### src/verilog/isvc_consts.svh
`ifndef ISVC_CONSTS_SVH
`define ISVC_CONSTS_SVH
`define ISVC_CLK_NS         50
`define ISVC_CLK_PERIOD_NS  20
`define ISVC_ADDR_SKEW_NS   200
`define ISVC_ADDR_SKEW_CYC  ((`ISVC_ADDR_SKEW_NS + `ISVC_CLK_PERIOD_NS - 1) / `ISVC_CLK_PERIOD_NS)
`define ISVC_STB_CYC        2
`define ISVC_TIMEOUT_CYC    1000
`define ISVC_ADDR_W         4
`define ISVC_CC_W           3
`define ISVC_DATA_W         18
`define ISVC_LINE_IDLE      1'b1
`endif

### src/verilog/isvc_pkg.sv
`default_nettype none
package isvc_pkg;
  typedef enum logic [2:0] {A_IDLE, A_SKEW, A_WAIT_SEL, A_STB_ON, A_STB_OFF, A_DROP_TAG, A_DROP_ADDR} adp_state_t;
  typedef enum logic [1:0] {D_IDLE, D_SEL, D_HOLD} dev_state_t;
endpackage
`default_nettype wire

### src/verilog/isvc_if.sv
`timescale 1ns/1ps
`default_nettype none
`include "isvc_consts.svh"
interface isvc_if;
  logic [`ISVC_ADDR_W-1:0] addr_n;
  logic                    svc_n;
  logic                    stb_n;
  logic                    sel_n;
  logic [`ISVC_CC_W-1:0]   cc_n;
  logic [`ISVC_DATA_W-1:0] din_n;
  logic                    irq_n;
  modport adapter (output addr_n, svc_n, stb_n, input sel_n, cc_n, din_n, irq_n);
  modport device  (input addr_n, svc_n, stb_n, output sel_n, cc_n, din_n, irq_n);
endinterface
`default_nettype wire

### src/verilog/isvc_adapter.sv
// Summary of operation
// Address stable before service tag rises
// At least 200 ns address to tag
// Device answers only on address and tag
// Device holds select until tag drops
// Status and data valid until strobe
// One strobe pulse after select response
// Device clears request on strobe lead
// Drop tag after strobe, keep address
// Device releases lines when tag drops
// Withdraw address last
// All lines active low
// Three-bit condition code, fixed per sequence
// Eighteen data lines with odd byte parity
// Request held until strobe or reset
// Steps triggered by partner response
// Timeout on missing select raises error
`timescale 1ns/1ps
`default_nettype none
`include "isvc_consts.svh"
module isvc_adapter
  import isvc_pkg::*;
#(
  parameter int TIMEOUT_CYC = `ISVC_TIMEOUT_CYC
)(
  input  wire logic                    mclk_i,     // Clock
  input  wire logic                    resetn_i,   // Sync reset, active low
  input  wire logic                    ce_i,       // Clock enable
  input  wire logic                    start_i,    // Begin service sequence
  input  wire logic [`ISVC_ADDR_W-1:0] addr_i,     // Device to service
  output logic                         busy_o,     // Sequence running
  output logic                         done_o,     // Sequence ended, pulse
  output logic                         err_o,      // Timeout abort, pulse
  output logic [`ISVC_CC_W-1:0]        cc_o,       // Captured condition code
  output logic [`ISVC_DATA_W-1:0]      data_o,     // Captured inbound data
  output logic                         irq_pend_o, // Request line asserted
  isvc_if.adapter                      bus         // Link
);
  localparam int SKEW = `ISVC_ADDR_SKEW_CYC;
  adp_state_t st_ff, nxt_st;
  logic [15:0] cnt_ff, nxt_cnt;
  logic [`ISVC_ADDR_W-1:0] addr_ff, nxt_addr;
  logic [`ISVC_CC_W-1:0] cc_ff, nxt_cc;
  logic [`ISVC_DATA_W-1:0] data_ff, nxt_data;
  logic done_ff, nxt_done;
  logic err_ff, nxt_err;
  logic irq_ff, nxt_irq;
  logic take_addr, take_resp, end_ok, end_err;
  logic sel;

  // Interface lines are active low
  function automatic logic is_low(input logic line_n);
    is_low = (line_n == 1'b0);
  endfunction

  assign sel = is_low(bus.sel_n);

  // Sequencer: select and tag-drop steps wait on the partner's answer; skew and strobe steps are timed
  always_comb
  begin
    nxt_st    = st_ff;
    nxt_cnt   = cnt_ff;
    take_addr = 1'b0;
    take_resp = 1'b0;
    end_ok    = 1'b0;
    end_err   = 1'b0;
    unique case (st_ff)
      A_IDLE:
      begin
        if (start_i)
        begin
          take_addr = 1'b1;
          nxt_cnt  = 16'h0000;
          nxt_st   = A_SKEW;
        end
      end
      A_SKEW:
      begin
        nxt_cnt = cnt_ff + 16'h0001;
        if (cnt_ff >= 16'(SKEW - 1))
        begin
          nxt_cnt = 16'h0000;
          nxt_st  = A_WAIT_SEL;
        end
      end
      A_WAIT_SEL:
      begin
        nxt_cnt = cnt_ff + 16'h0001;
        if (sel)
        begin
          take_resp = 1'b1;
          nxt_cnt   = 16'h0000;
          nxt_st    = A_STB_ON;
        end
        else if (cnt_ff >= 16'(TIMEOUT_CYC - 1))
        begin
          end_err = 1'b1;
          nxt_cnt = 16'h0000;
          nxt_st  = A_DROP_TAG;
        end
      end
      A_STB_ON:
      begin
        nxt_cnt = cnt_ff + 16'h0001;
        if (cnt_ff >= 16'(`ISVC_STB_CYC - 1))
        begin
          nxt_cnt = 16'h0000;
          nxt_st  = A_STB_OFF;
        end
      end
      A_STB_OFF:
      begin
        nxt_st = A_DROP_TAG;
      end
      A_DROP_TAG:
      begin
        nxt_cnt = cnt_ff + 16'h0001;
        if (!sel || cnt_ff >= 16'(TIMEOUT_CYC - 1))
          nxt_st = A_DROP_ADDR;
      end
      A_DROP_ADDR:
      begin
        end_ok = 1'b1;
        nxt_st = A_IDLE;
      end
    endcase
  end

  always_ff @(posedge mclk_i)
  begin
    if (!resetn_i)
    begin
      st_ff  <= A_IDLE;
      cnt_ff <= 16'h0000;
    end
    else if (ce_i)
    begin
      st_ff  <= nxt_st;
      cnt_ff <= nxt_cnt;
    end
  end

  // Capture of address and device answer
  always_comb
  begin
    nxt_addr = addr_ff;
    nxt_cc   = cc_ff;
    nxt_data = data_ff;
    if (take_addr)
      nxt_addr = addr_i;
    if (take_resp)
    begin
      nxt_cc   = ~bus.cc_n;
      nxt_data = ~bus.din_n;
    end
  end

  always_ff @(posedge mclk_i)
  begin
    if (!resetn_i)
    begin
      addr_ff <= 4'h0;
      cc_ff   <= 3'h0;
      data_ff <= 18'h00000;
    end
    else if (ce_i)
    begin
      addr_ff <= nxt_addr;
      cc_ff   <= nxt_cc;
      data_ff <= nxt_data;
    end
  end

  // Status pulses and sampled request line
  always_comb
  begin
    nxt_done = end_ok;
    nxt_err  = end_err;
    nxt_irq  = is_low(bus.irq_n);
  end

  always_ff @(posedge mclk_i)
  begin
    if (!resetn_i)
    begin
      done_ff <= 1'b0;
      err_ff  <= 1'b0;
      irq_ff  <= 1'b0;
    end
    else if (ce_i)
    begin
      done_ff <= nxt_done;
      err_ff  <= nxt_err;
      irq_ff  <= nxt_irq;
    end
  end

  logic addr_on;
  logic svc_on;
  logic stb_on;
  assign addr_on = (st_ff != A_IDLE) && (st_ff != A_DROP_ADDR);
  assign svc_on  = (st_ff == A_WAIT_SEL) || (st_ff == A_STB_ON) || (st_ff == A_STB_OFF);
  assign stb_on  = (st_ff == A_STB_ON);
  // Released address lines idle high
  assign bus.addr_n = addr_on ? ~addr_ff : {`ISVC_ADDR_W{`ISVC_LINE_IDLE}};
  assign bus.svc_n  = ~svc_on;
  assign bus.stb_n  = ~stb_on;
  assign busy_o     = (st_ff != A_IDLE);
  assign done_o     = done_ff;
  assign err_o      = err_ff;
  assign cc_o       = cc_ff;
  assign data_o     = data_ff;
  assign irq_pend_o = irq_ff;
endmodule // isvc_adapter
`default_nettype wire

### src/flat_wrapper.sv
// flat-port wrapper written by rule: the top's interface ports become plain ports
module isvc_adapter_flat import isvc_pkg::*;
#(
  parameter int TIMEOUT_CYC = `ISVC_TIMEOUT_CYC
)
  (mclk_i, resetn_i, ce_i, start_i, addr_i, busy_o, done_o, err_o, cc_o, data_o, irq_pend_o, bus_addr_n, bus_svc_n, bus_stb_n, bus_sel_n, bus_cc_n, bus_din_n, bus_irq_n);
  isvc_if bus_i ();
  input  wire logic mclk_i;
  input  wire logic resetn_i;
  input  wire logic ce_i;
  input  wire logic start_i;
  input  wire logic [`ISVC_ADDR_W-1:0] addr_i;
  output logic busy_o;
  output logic done_o;
  output logic err_o;
  output logic [`ISVC_CC_W-1:0] cc_o;
  output logic [`ISVC_DATA_W-1:0] data_o;
  output logic irq_pend_o;
  output wire logic [$bits(bus_i.addr_n)-1:0] bus_addr_n;
  output wire logic [$bits(bus_i.svc_n)-1:0] bus_svc_n;
  output wire logic [$bits(bus_i.stb_n)-1:0] bus_stb_n;
  input wire logic [$bits(bus_i.sel_n)-1:0] bus_sel_n;
  input wire logic [$bits(bus_i.cc_n)-1:0] bus_cc_n;
  input wire logic [$bits(bus_i.din_n)-1:0] bus_din_n;
  input wire logic [$bits(bus_i.irq_n)-1:0] bus_irq_n;
  assign bus_addr_n = bus_i.addr_n;
  assign bus_svc_n = bus_i.svc_n;
  assign bus_stb_n = bus_i.stb_n;
  assign bus_i.sel_n = bus_sel_n;
  assign bus_i.cc_n = bus_cc_n;
  assign bus_i.din_n = bus_din_n;
  assign bus_i.irq_n = bus_irq_n;
  isvc_adapter #(.TIMEOUT_CYC(TIMEOUT_CYC)) u_core (.mclk_i(mclk_i), .resetn_i(resetn_i), .ce_i(ce_i), .start_i(start_i), .addr_i(addr_i), .busy_o(busy_o), .done_o(done_o), .err_o(err_o), .cc_o(cc_o), .data_o(data_o), .irq_pend_o(irq_pend_o), .bus(bus_i));
endmodule
### config.mk
export PLATFORM = sky130hd
export DESIGN_NAME = isvc_adapter_flat
export DESIGN_NICKNAME = d
export VERILOG_FILES = /design/src/verilog/isvc_pkg.sv /design/src/verilog/isvc_if.sv /design/src/verilog/isvc_adapter.sv /design/src/flat_wrapper.sv
export VERILOG_INCLUDE_DIRS = /design/src /design/src/verilog
export SDC_FILE = /design/constraint.sdc
export NUM_CORES = 1
export LEC_CHECK = 0
export BUFFER_PORTS_ARGS = -buffer_cell sky130_fd_sc_hd__buf_4
export CAP_MARGIN = 5
export CORE_MARGIN = 5
export CORE_UTILIZATION = 45
export CTS_CLUSTER_DIAMETER = 50
export CTS_CLUSTER_SIZE = 10
export DETAILED_ROUTE_END_ITERATION = 10
export GPL_TIMING_DRIVEN = 0
export PLACE_DENSITY_LB_ADDON = 0.1
export SYNTH_ARGS = -nofsm -noshare
export SYNTH_HDL_FRONTEND = slang
export SYNTH_SLANG_ARGS = --single-unit
### constraint.sdc
create_clock -name mclk_i -period 1.95 [get_ports mclk_i]
set_input_delay 0 -clock mclk_i [delete_from_list [all_inputs] [get_ports mclk_i]]
set_output_delay 0 -clock mclk_i [all_outputs]
set_load 0.01 [all_outputs]
==> out/qor.csv, run 1 <==
metric,value,unit
synth_area,2260,sq um
synth.avg_cell_area,8.73,sq um
die_h,80.9,um
timing.final.crit_share,104,%
fin_ws,-0.0776,ns
row_count,25,
period_needed,2.03,ns
cts_tree,built,
power_density,535,nW/um^2
path_clk_slew,0.09,ns
synthTopCellsByCount,"nand2_1, dfxtp_1, o211a_1",
dp_slack,-0.221,ns
ios,62,
gp_congestion,0.793,
synth_top_area_share,41.6,%
ys_top_cells_by_area,"dfxtp_1, o211a_1, nand2_1, nand3_1, mux2i_1",
drt_iter0_drc,155,
cap_violations,0,
critical_path_required,2.16,ns
wl_per_cell,14.6,um
r2r-start,u_core.cnt_ff[11],
synth_edf_count,0,
start_util,47.0,%
die_width,80.9,um
globalRouteOverflowTotal,0,
rsz0062_at_grt,yes,
synth_most_common_cell,nand2_1,
core-area,4820,sq um
cp_cell_sequence,or4_4 > nor3_4 > o211a_1 > o311ai_4 > buf_6 > buf_6 > o311ai_2,
fin_util,71.3,%
yosysTopAreaCell,dfxtp_1,
clockBufferDepth,2,
report.final.setup_viol,9,
worstSetupPathType,reg -> reg,
antenna_found_initial,0,
numCtsBuffers,5,
drcViolationCount,0,
hpwlAfterDp,4.01,mm
numClockSinks,47,
finalInstanceArea,3440,sq um
nets,397,
leakagePower,1.66,nW
dp.cells,386,
ant_nets,0,
grt_first_pass_wirelength,10.2,mm
relSlewSlack,63.3,%
finClkSkew,0.00602,ns
stdcell_count,430,
synth_ff_type,dfxtp_1,
postSynth.asyncResetShare,0,%
grt_usage,19.7,%
path_common_cell,buf_6,
cts_root_buf,clkbuf_8,
cp_slowest_cell,or4_4,
fmax,493,MHz
cp-start-kind,register,
yosysWarnings,0,
h-tree-depth,2,
r2r_setup_slack,-0.08,ns
drv_slew,0,
syn_inst,259,
n_antenna_cell,0,
outcome,"complete, but fails checks",
place.port_buffers,60,
fill_cells,374,
peakVddDrop,297,uV
synth_nets,293,
dieArea,6540,sq um
vias,2302,
clock_latency,0.30,ns
ys_ff_latch,47,
syn2layout_area_growth,51.9,%
synth.yosys.seq_area_share,41.6,%
min_path_type,in -> reg,
cp-startpoint,u_core.cnt_ff[11],
ys_types,51,
cp_max_fo,6,
drt-total-wl,6.30,mm
hp-start,ce_i,
cp.arrival,2.23,ns
worst_slew_pin_slew,0.544,ns
drtPass1Iterations,4,
grt_max_degree,14,
place_area,2800,sq um
hold_viol,0,
vias_per_cell,5.35,
max_stage_delay,0.54,ns
critPathCaptureType,register,
grt_pass1_vias,2237,
drive_gt1_share,37.5,%
violations,negative setup slack,
==> path summary, 6_finish.rpt <==
path,endpoint,cells past startpoint
worst max-delay path,u_core.cnt_ff[13],7
worst min-delay path,u_core.irq_pend_o,2
worst max register to register,u_core.cnt_ff[13],7
worst min register to register,u_core.cnt_ff[7],2
==> area by class of cell <==
cell class / instances / area (sq um) / share of cell area [%]
buffer: 14 / 82.6 / 2.40
clock buffer: 6 / 82.6 / 2.40
clock inverter: 1 / 5.00 / 0.146
inverter: 7 / 31.3 / 0.910
multi-input combinational: 188 / 1370 / 39.8
sequential: 47 / 961 / 28.0
tap: 67 / 83.8 / 2.44
timing repair buffer: 100 / 821 / 23.9
==> report_power, final <==
group          leakage (nW)  internal [mW]  switching, mW
sequential            0.386          0.972         0.0131
clock                0.0470          0.279          0.316
combinational          1.22          0.144          0.113
==> state kept, by name, indices dropped and copies added, names as in the netlist <==
signal / cells
u_core.data_o: 18
u_core.done_o: 1
u_core.cc_o: 3
u_core.cnt_ff: 16
u_core.err_o: 1
u_core.addr_ff: 4
u_core.st_ff: 3
u_core.irq_pend_o: 1
==> repair_timing <==
action | 4_1_cts | 5_1_grt
endpoints found under the setup margin | 32 | 38
buffers inserted | 7 | 5
hold buffers | 26 | 0
gates resized for setup | 28 | 36
gates cloned | 1 | 1
pin swaps | 15 | 17
hold endpoints to repair | 26 | 0
==> per-layer routing <==
metal	track usage (%)	share of wire, %	vias up	wire length, um
met4	5.74	0.68	0	43
met2	33.5	49	69	3100
met1	23.4	43	1087	2720
li1	-	-	1140	-
met5	0	0	-	0
met3	6.54	6.9	6	435
==> placed cells by master (no fill, tap or decap), types with 2 or more instances in the layout <==
cell,n
dlygate4sd3_1,26
buf_4,72
nand3b_1,2
or3_1,6
a22o_1,2
xnor2_1,2
o22ai_2,2
nor2_2,2
buf_6,4
nand3_1,12
o311ai_2,5
dfxtp_1,35
dfxtp_2,10
inv_1,5
nand2_1,52
inv_4,2
mux2i_1,5
o21ai_0,8
o21ai_1,2
nor2b_1,6
clkbuf_1,4
or2_2,2
o211a_1,23
clkbuf_2,4
buf_2,3
nor2b_2,2
a21oi_1,4
nand4_1,3
dfxtp_4,2
nor2_1,9
nor3_1,2
ha_4,3
and2_1,3
clkbuf_8,6
==> critical path, delay by kind of cell (launching register included) <==
kind | cells | cell delay (ns)
buffers and inverters | 2 | 0.29
flip-flops | 1 | 0.33
AND/OR/NAND/NOR | 2 | 0.71
AO/OA/AOI/OAI | 3 | 0.61
==> metrics by stage <==
stage | hold WS, ns | power [mW] | setup TNS, ns
floorplan | 0.156 | 1.11 | 0
global route | 0.00762 | 1.92 | -1.40
CTS | 0.00671 | 1.84 | -0.674
global placement | 0.253 | 1.20 | -2.07
detailed placement | 0.265 | 1.21 | -2.39
finish | 0.0146 | 1.84 | -0.395
==> logic make-up after synthesis <==
group	count (synthesis)	share of synthesized area (%)
AO/OA/AOI/OAI	62	23.8
flip-flops	47	41.6
adder cells (fa/ha/maj)	3	1.66
AND/OR/NAND/NOR	115	24.9
buffers and inverters	24	4.65
multiplexers	5	2.21
XOR/XNOR	3	1.16
Note: power is estimated with default switching activity, not from simulation.
==> inputs of run 2 (changes only) <==
Settings changed: RECOVER_POWER set to 50.
==> out/qor.csv, run 2 (synthesized netlist as in run 1, its figures left out) <==
metric,value,unit
drt-total-wl,6.30,mm
leakagePower,1.55,nW
rsz0062_at_grt,yes,
final_cell_mix,"nand2_1, buf_4, dfxtp_1",
start_util,47.0,%
r2r_setup_slack,-0.07,ns
die_h,80.9,um
numClockSinks,47,
drtPass1Iterations,4,
period_needed,2.02,ns
wl_per_cell,14.6,um
place_area,2800,sq um
largest_reg_flops,18,
clock_latency,0.29,ns
fin_ws,-0.0699,ns
hold_slack,0.0189,ns
clockBufferDepth,2,
intPower,1.39,mW
grt_max_degree,14,
grt_first_pass_wirelength,10.2,mm
critical_path_required,2.15,ns
finClkSkew,0.00543,ns
switching_power,438,uW
fmax,495,MHz
hold_depth,2,
worstRegToRegCells,7,
core-area,4820,sq um
fill_cells,403,
critPathCaptureType,register,
grt_pass1_vias,2237,
hp-start,ce_i,
switching_share,24.0,%
cp_max_fo,6,
drcViolationCount,0,
grt_usage,19.7,%
hold_viol,0,
holdPathEnd,u_core.irq_pend_o,
ios,62,
relSlewSlack,63.8,%
ant_nets,0,
globalRouteOverflowTotal,0,
die_width,80.9,um
drive_gt1_share,30.6,%
fin_util,69.4,%
nets,397,
place.port_buffers,60,
hpwlAfterDp,4.01,mm
clkPwrFrac,32.3,%
power_density,546,nW/um^2
worst_slew_pin_slew,0.538,ns
drt_iter0_drc,161,
violations,negative setup slack,
final_common_cell,nand2_1,
comb_power_share,13.8,%
vias_per_cell,5.37,
worstSetupPathType,reg -> reg,
n_antenna_cell,0,
dp_slack,-0.221,ns
row_count,25,
syn2layout_area_growth,47.7,%
cap_violations,0,
gp_congestion,0.793,
path_clk_slew,0.08,ns
cp.arrival,2.22,ns
peakVddDrop,294,uV
multi_input_area,1370,sq um
drv_slew,0,
timing.final.crit_share,104,%
antenna_found_initial,0,
r2r-start,u_core.cnt_ff[11],
h-tree-depth,2,
seqPwrFrac,54.0,%
dieArea,6540,sq um
outcome,"complete, but fails checks",
report.final.setup_viol,8,
min_path_type,in -> reg,
seq_area,961,sq um
numCtsBuffers,5,
vias,2311,
cts_root_buf,clkbuf_8,
cts_tree,built,
r2r_end,u_core.cnt_ff[13],
finalInstanceArea,3340,sq um
cp-start-kind,register,
-- run 2: cell count changes in the layout (fill, tap and decap cells not counted) --
cell	change
clkbuf_1	+25
buf_4	-25
-- run 2: power groups by stage --
stage / Clock (mW) / Combinational, mW / Sequential [mW]
after global routing: 0.654 / 0.272 / 0.988
after detailed placement: 0 / 0.199 / 1.01
final: 0.589 / 0.252 / 0.985
after floorplan: 0 / 0.101 / 1.01
after CTS: 0.610 / 0.248 / 0.981
after global placement: 0 / 0.197 / 1.01
-- run 2: layout make-up --
type | count | share of cell area (%)
Multi-Input combinational cell | 188 | 41.0
Tap cell | 67 | 2.51
Buffer | 14 | 2.47
Timing Repair Buffer | 100 | 21.8
Clock inverter | 1 | 0.150
Inverter | 7 | 0.936
Sequential cell | 47 | 28.8
Clock buffer | 6 | 2.47
-- run 2: critical path, cell delays in order (launching register included) --
cell,delay [ns]
dfxtp_2,0.33
or4_4,0.54
nor3_4,0.17
o211a_1,0.26
o311ai_4,0.16
buf_6,0.18
buf_6,0.11
o311ai_2,0.18
-- run 2: worst max-delay path by stage --
stage	startpoint	endpoint	cells past startpoint
floorplan	u_core.cnt_ff[0]	u_core.cnt_ff[6]	9
global placement	u_core.cnt_ff[0]	u_core.cnt_ff[6]	8
detailed placement	u_core.cnt_ff[2]	u_core.cnt_ff[15]	6
CTS	u_core.cnt_ff[12]	u_core.cnt_ff[9]	6
global route	u_core.cnt_ff[11]	u_core.cnt_ff[3]	8
finish	u_core.cnt_ff[11]	u_core.cnt_ff[13]	7
-- run 2: repair_timing --
action                                  CTS  global route
endpoints found under the setup margin   32            38
setup buffers                             7             5
gates resized for setup                  28            36
pin swaps                                15            17
gates cloned                              1             1
endpoints found under the hold margin    26             0
hold buffers                             26             0
-- run 2: stage by stage --
stage | power [mW] | setup TNS [ns] | cells
2_1_floorplan | 1.11 | 0 | 259
3_3_place_gp | 1.20 | -2.07 | 386
3_5_place_dp | 1.21 | -2.39 | 386
4_1_cts | 1.84 | -0.674 | 425
5_1_grt | 1.91 | -1.40 | 430
6_report | 1.83 | -0.366 | 430
-- run 2: layer usage --
metal	vias to the layer above	GRT usage (%)	share of wire (%)	wire (um)
met3	6	6.54	6.0	377
met2	69	33.5	49	3110
met5	-	0	0	0
li1	1139	-	-	-
met4	0	5.74	0.75	47
met1	1097	23.4	44	2770
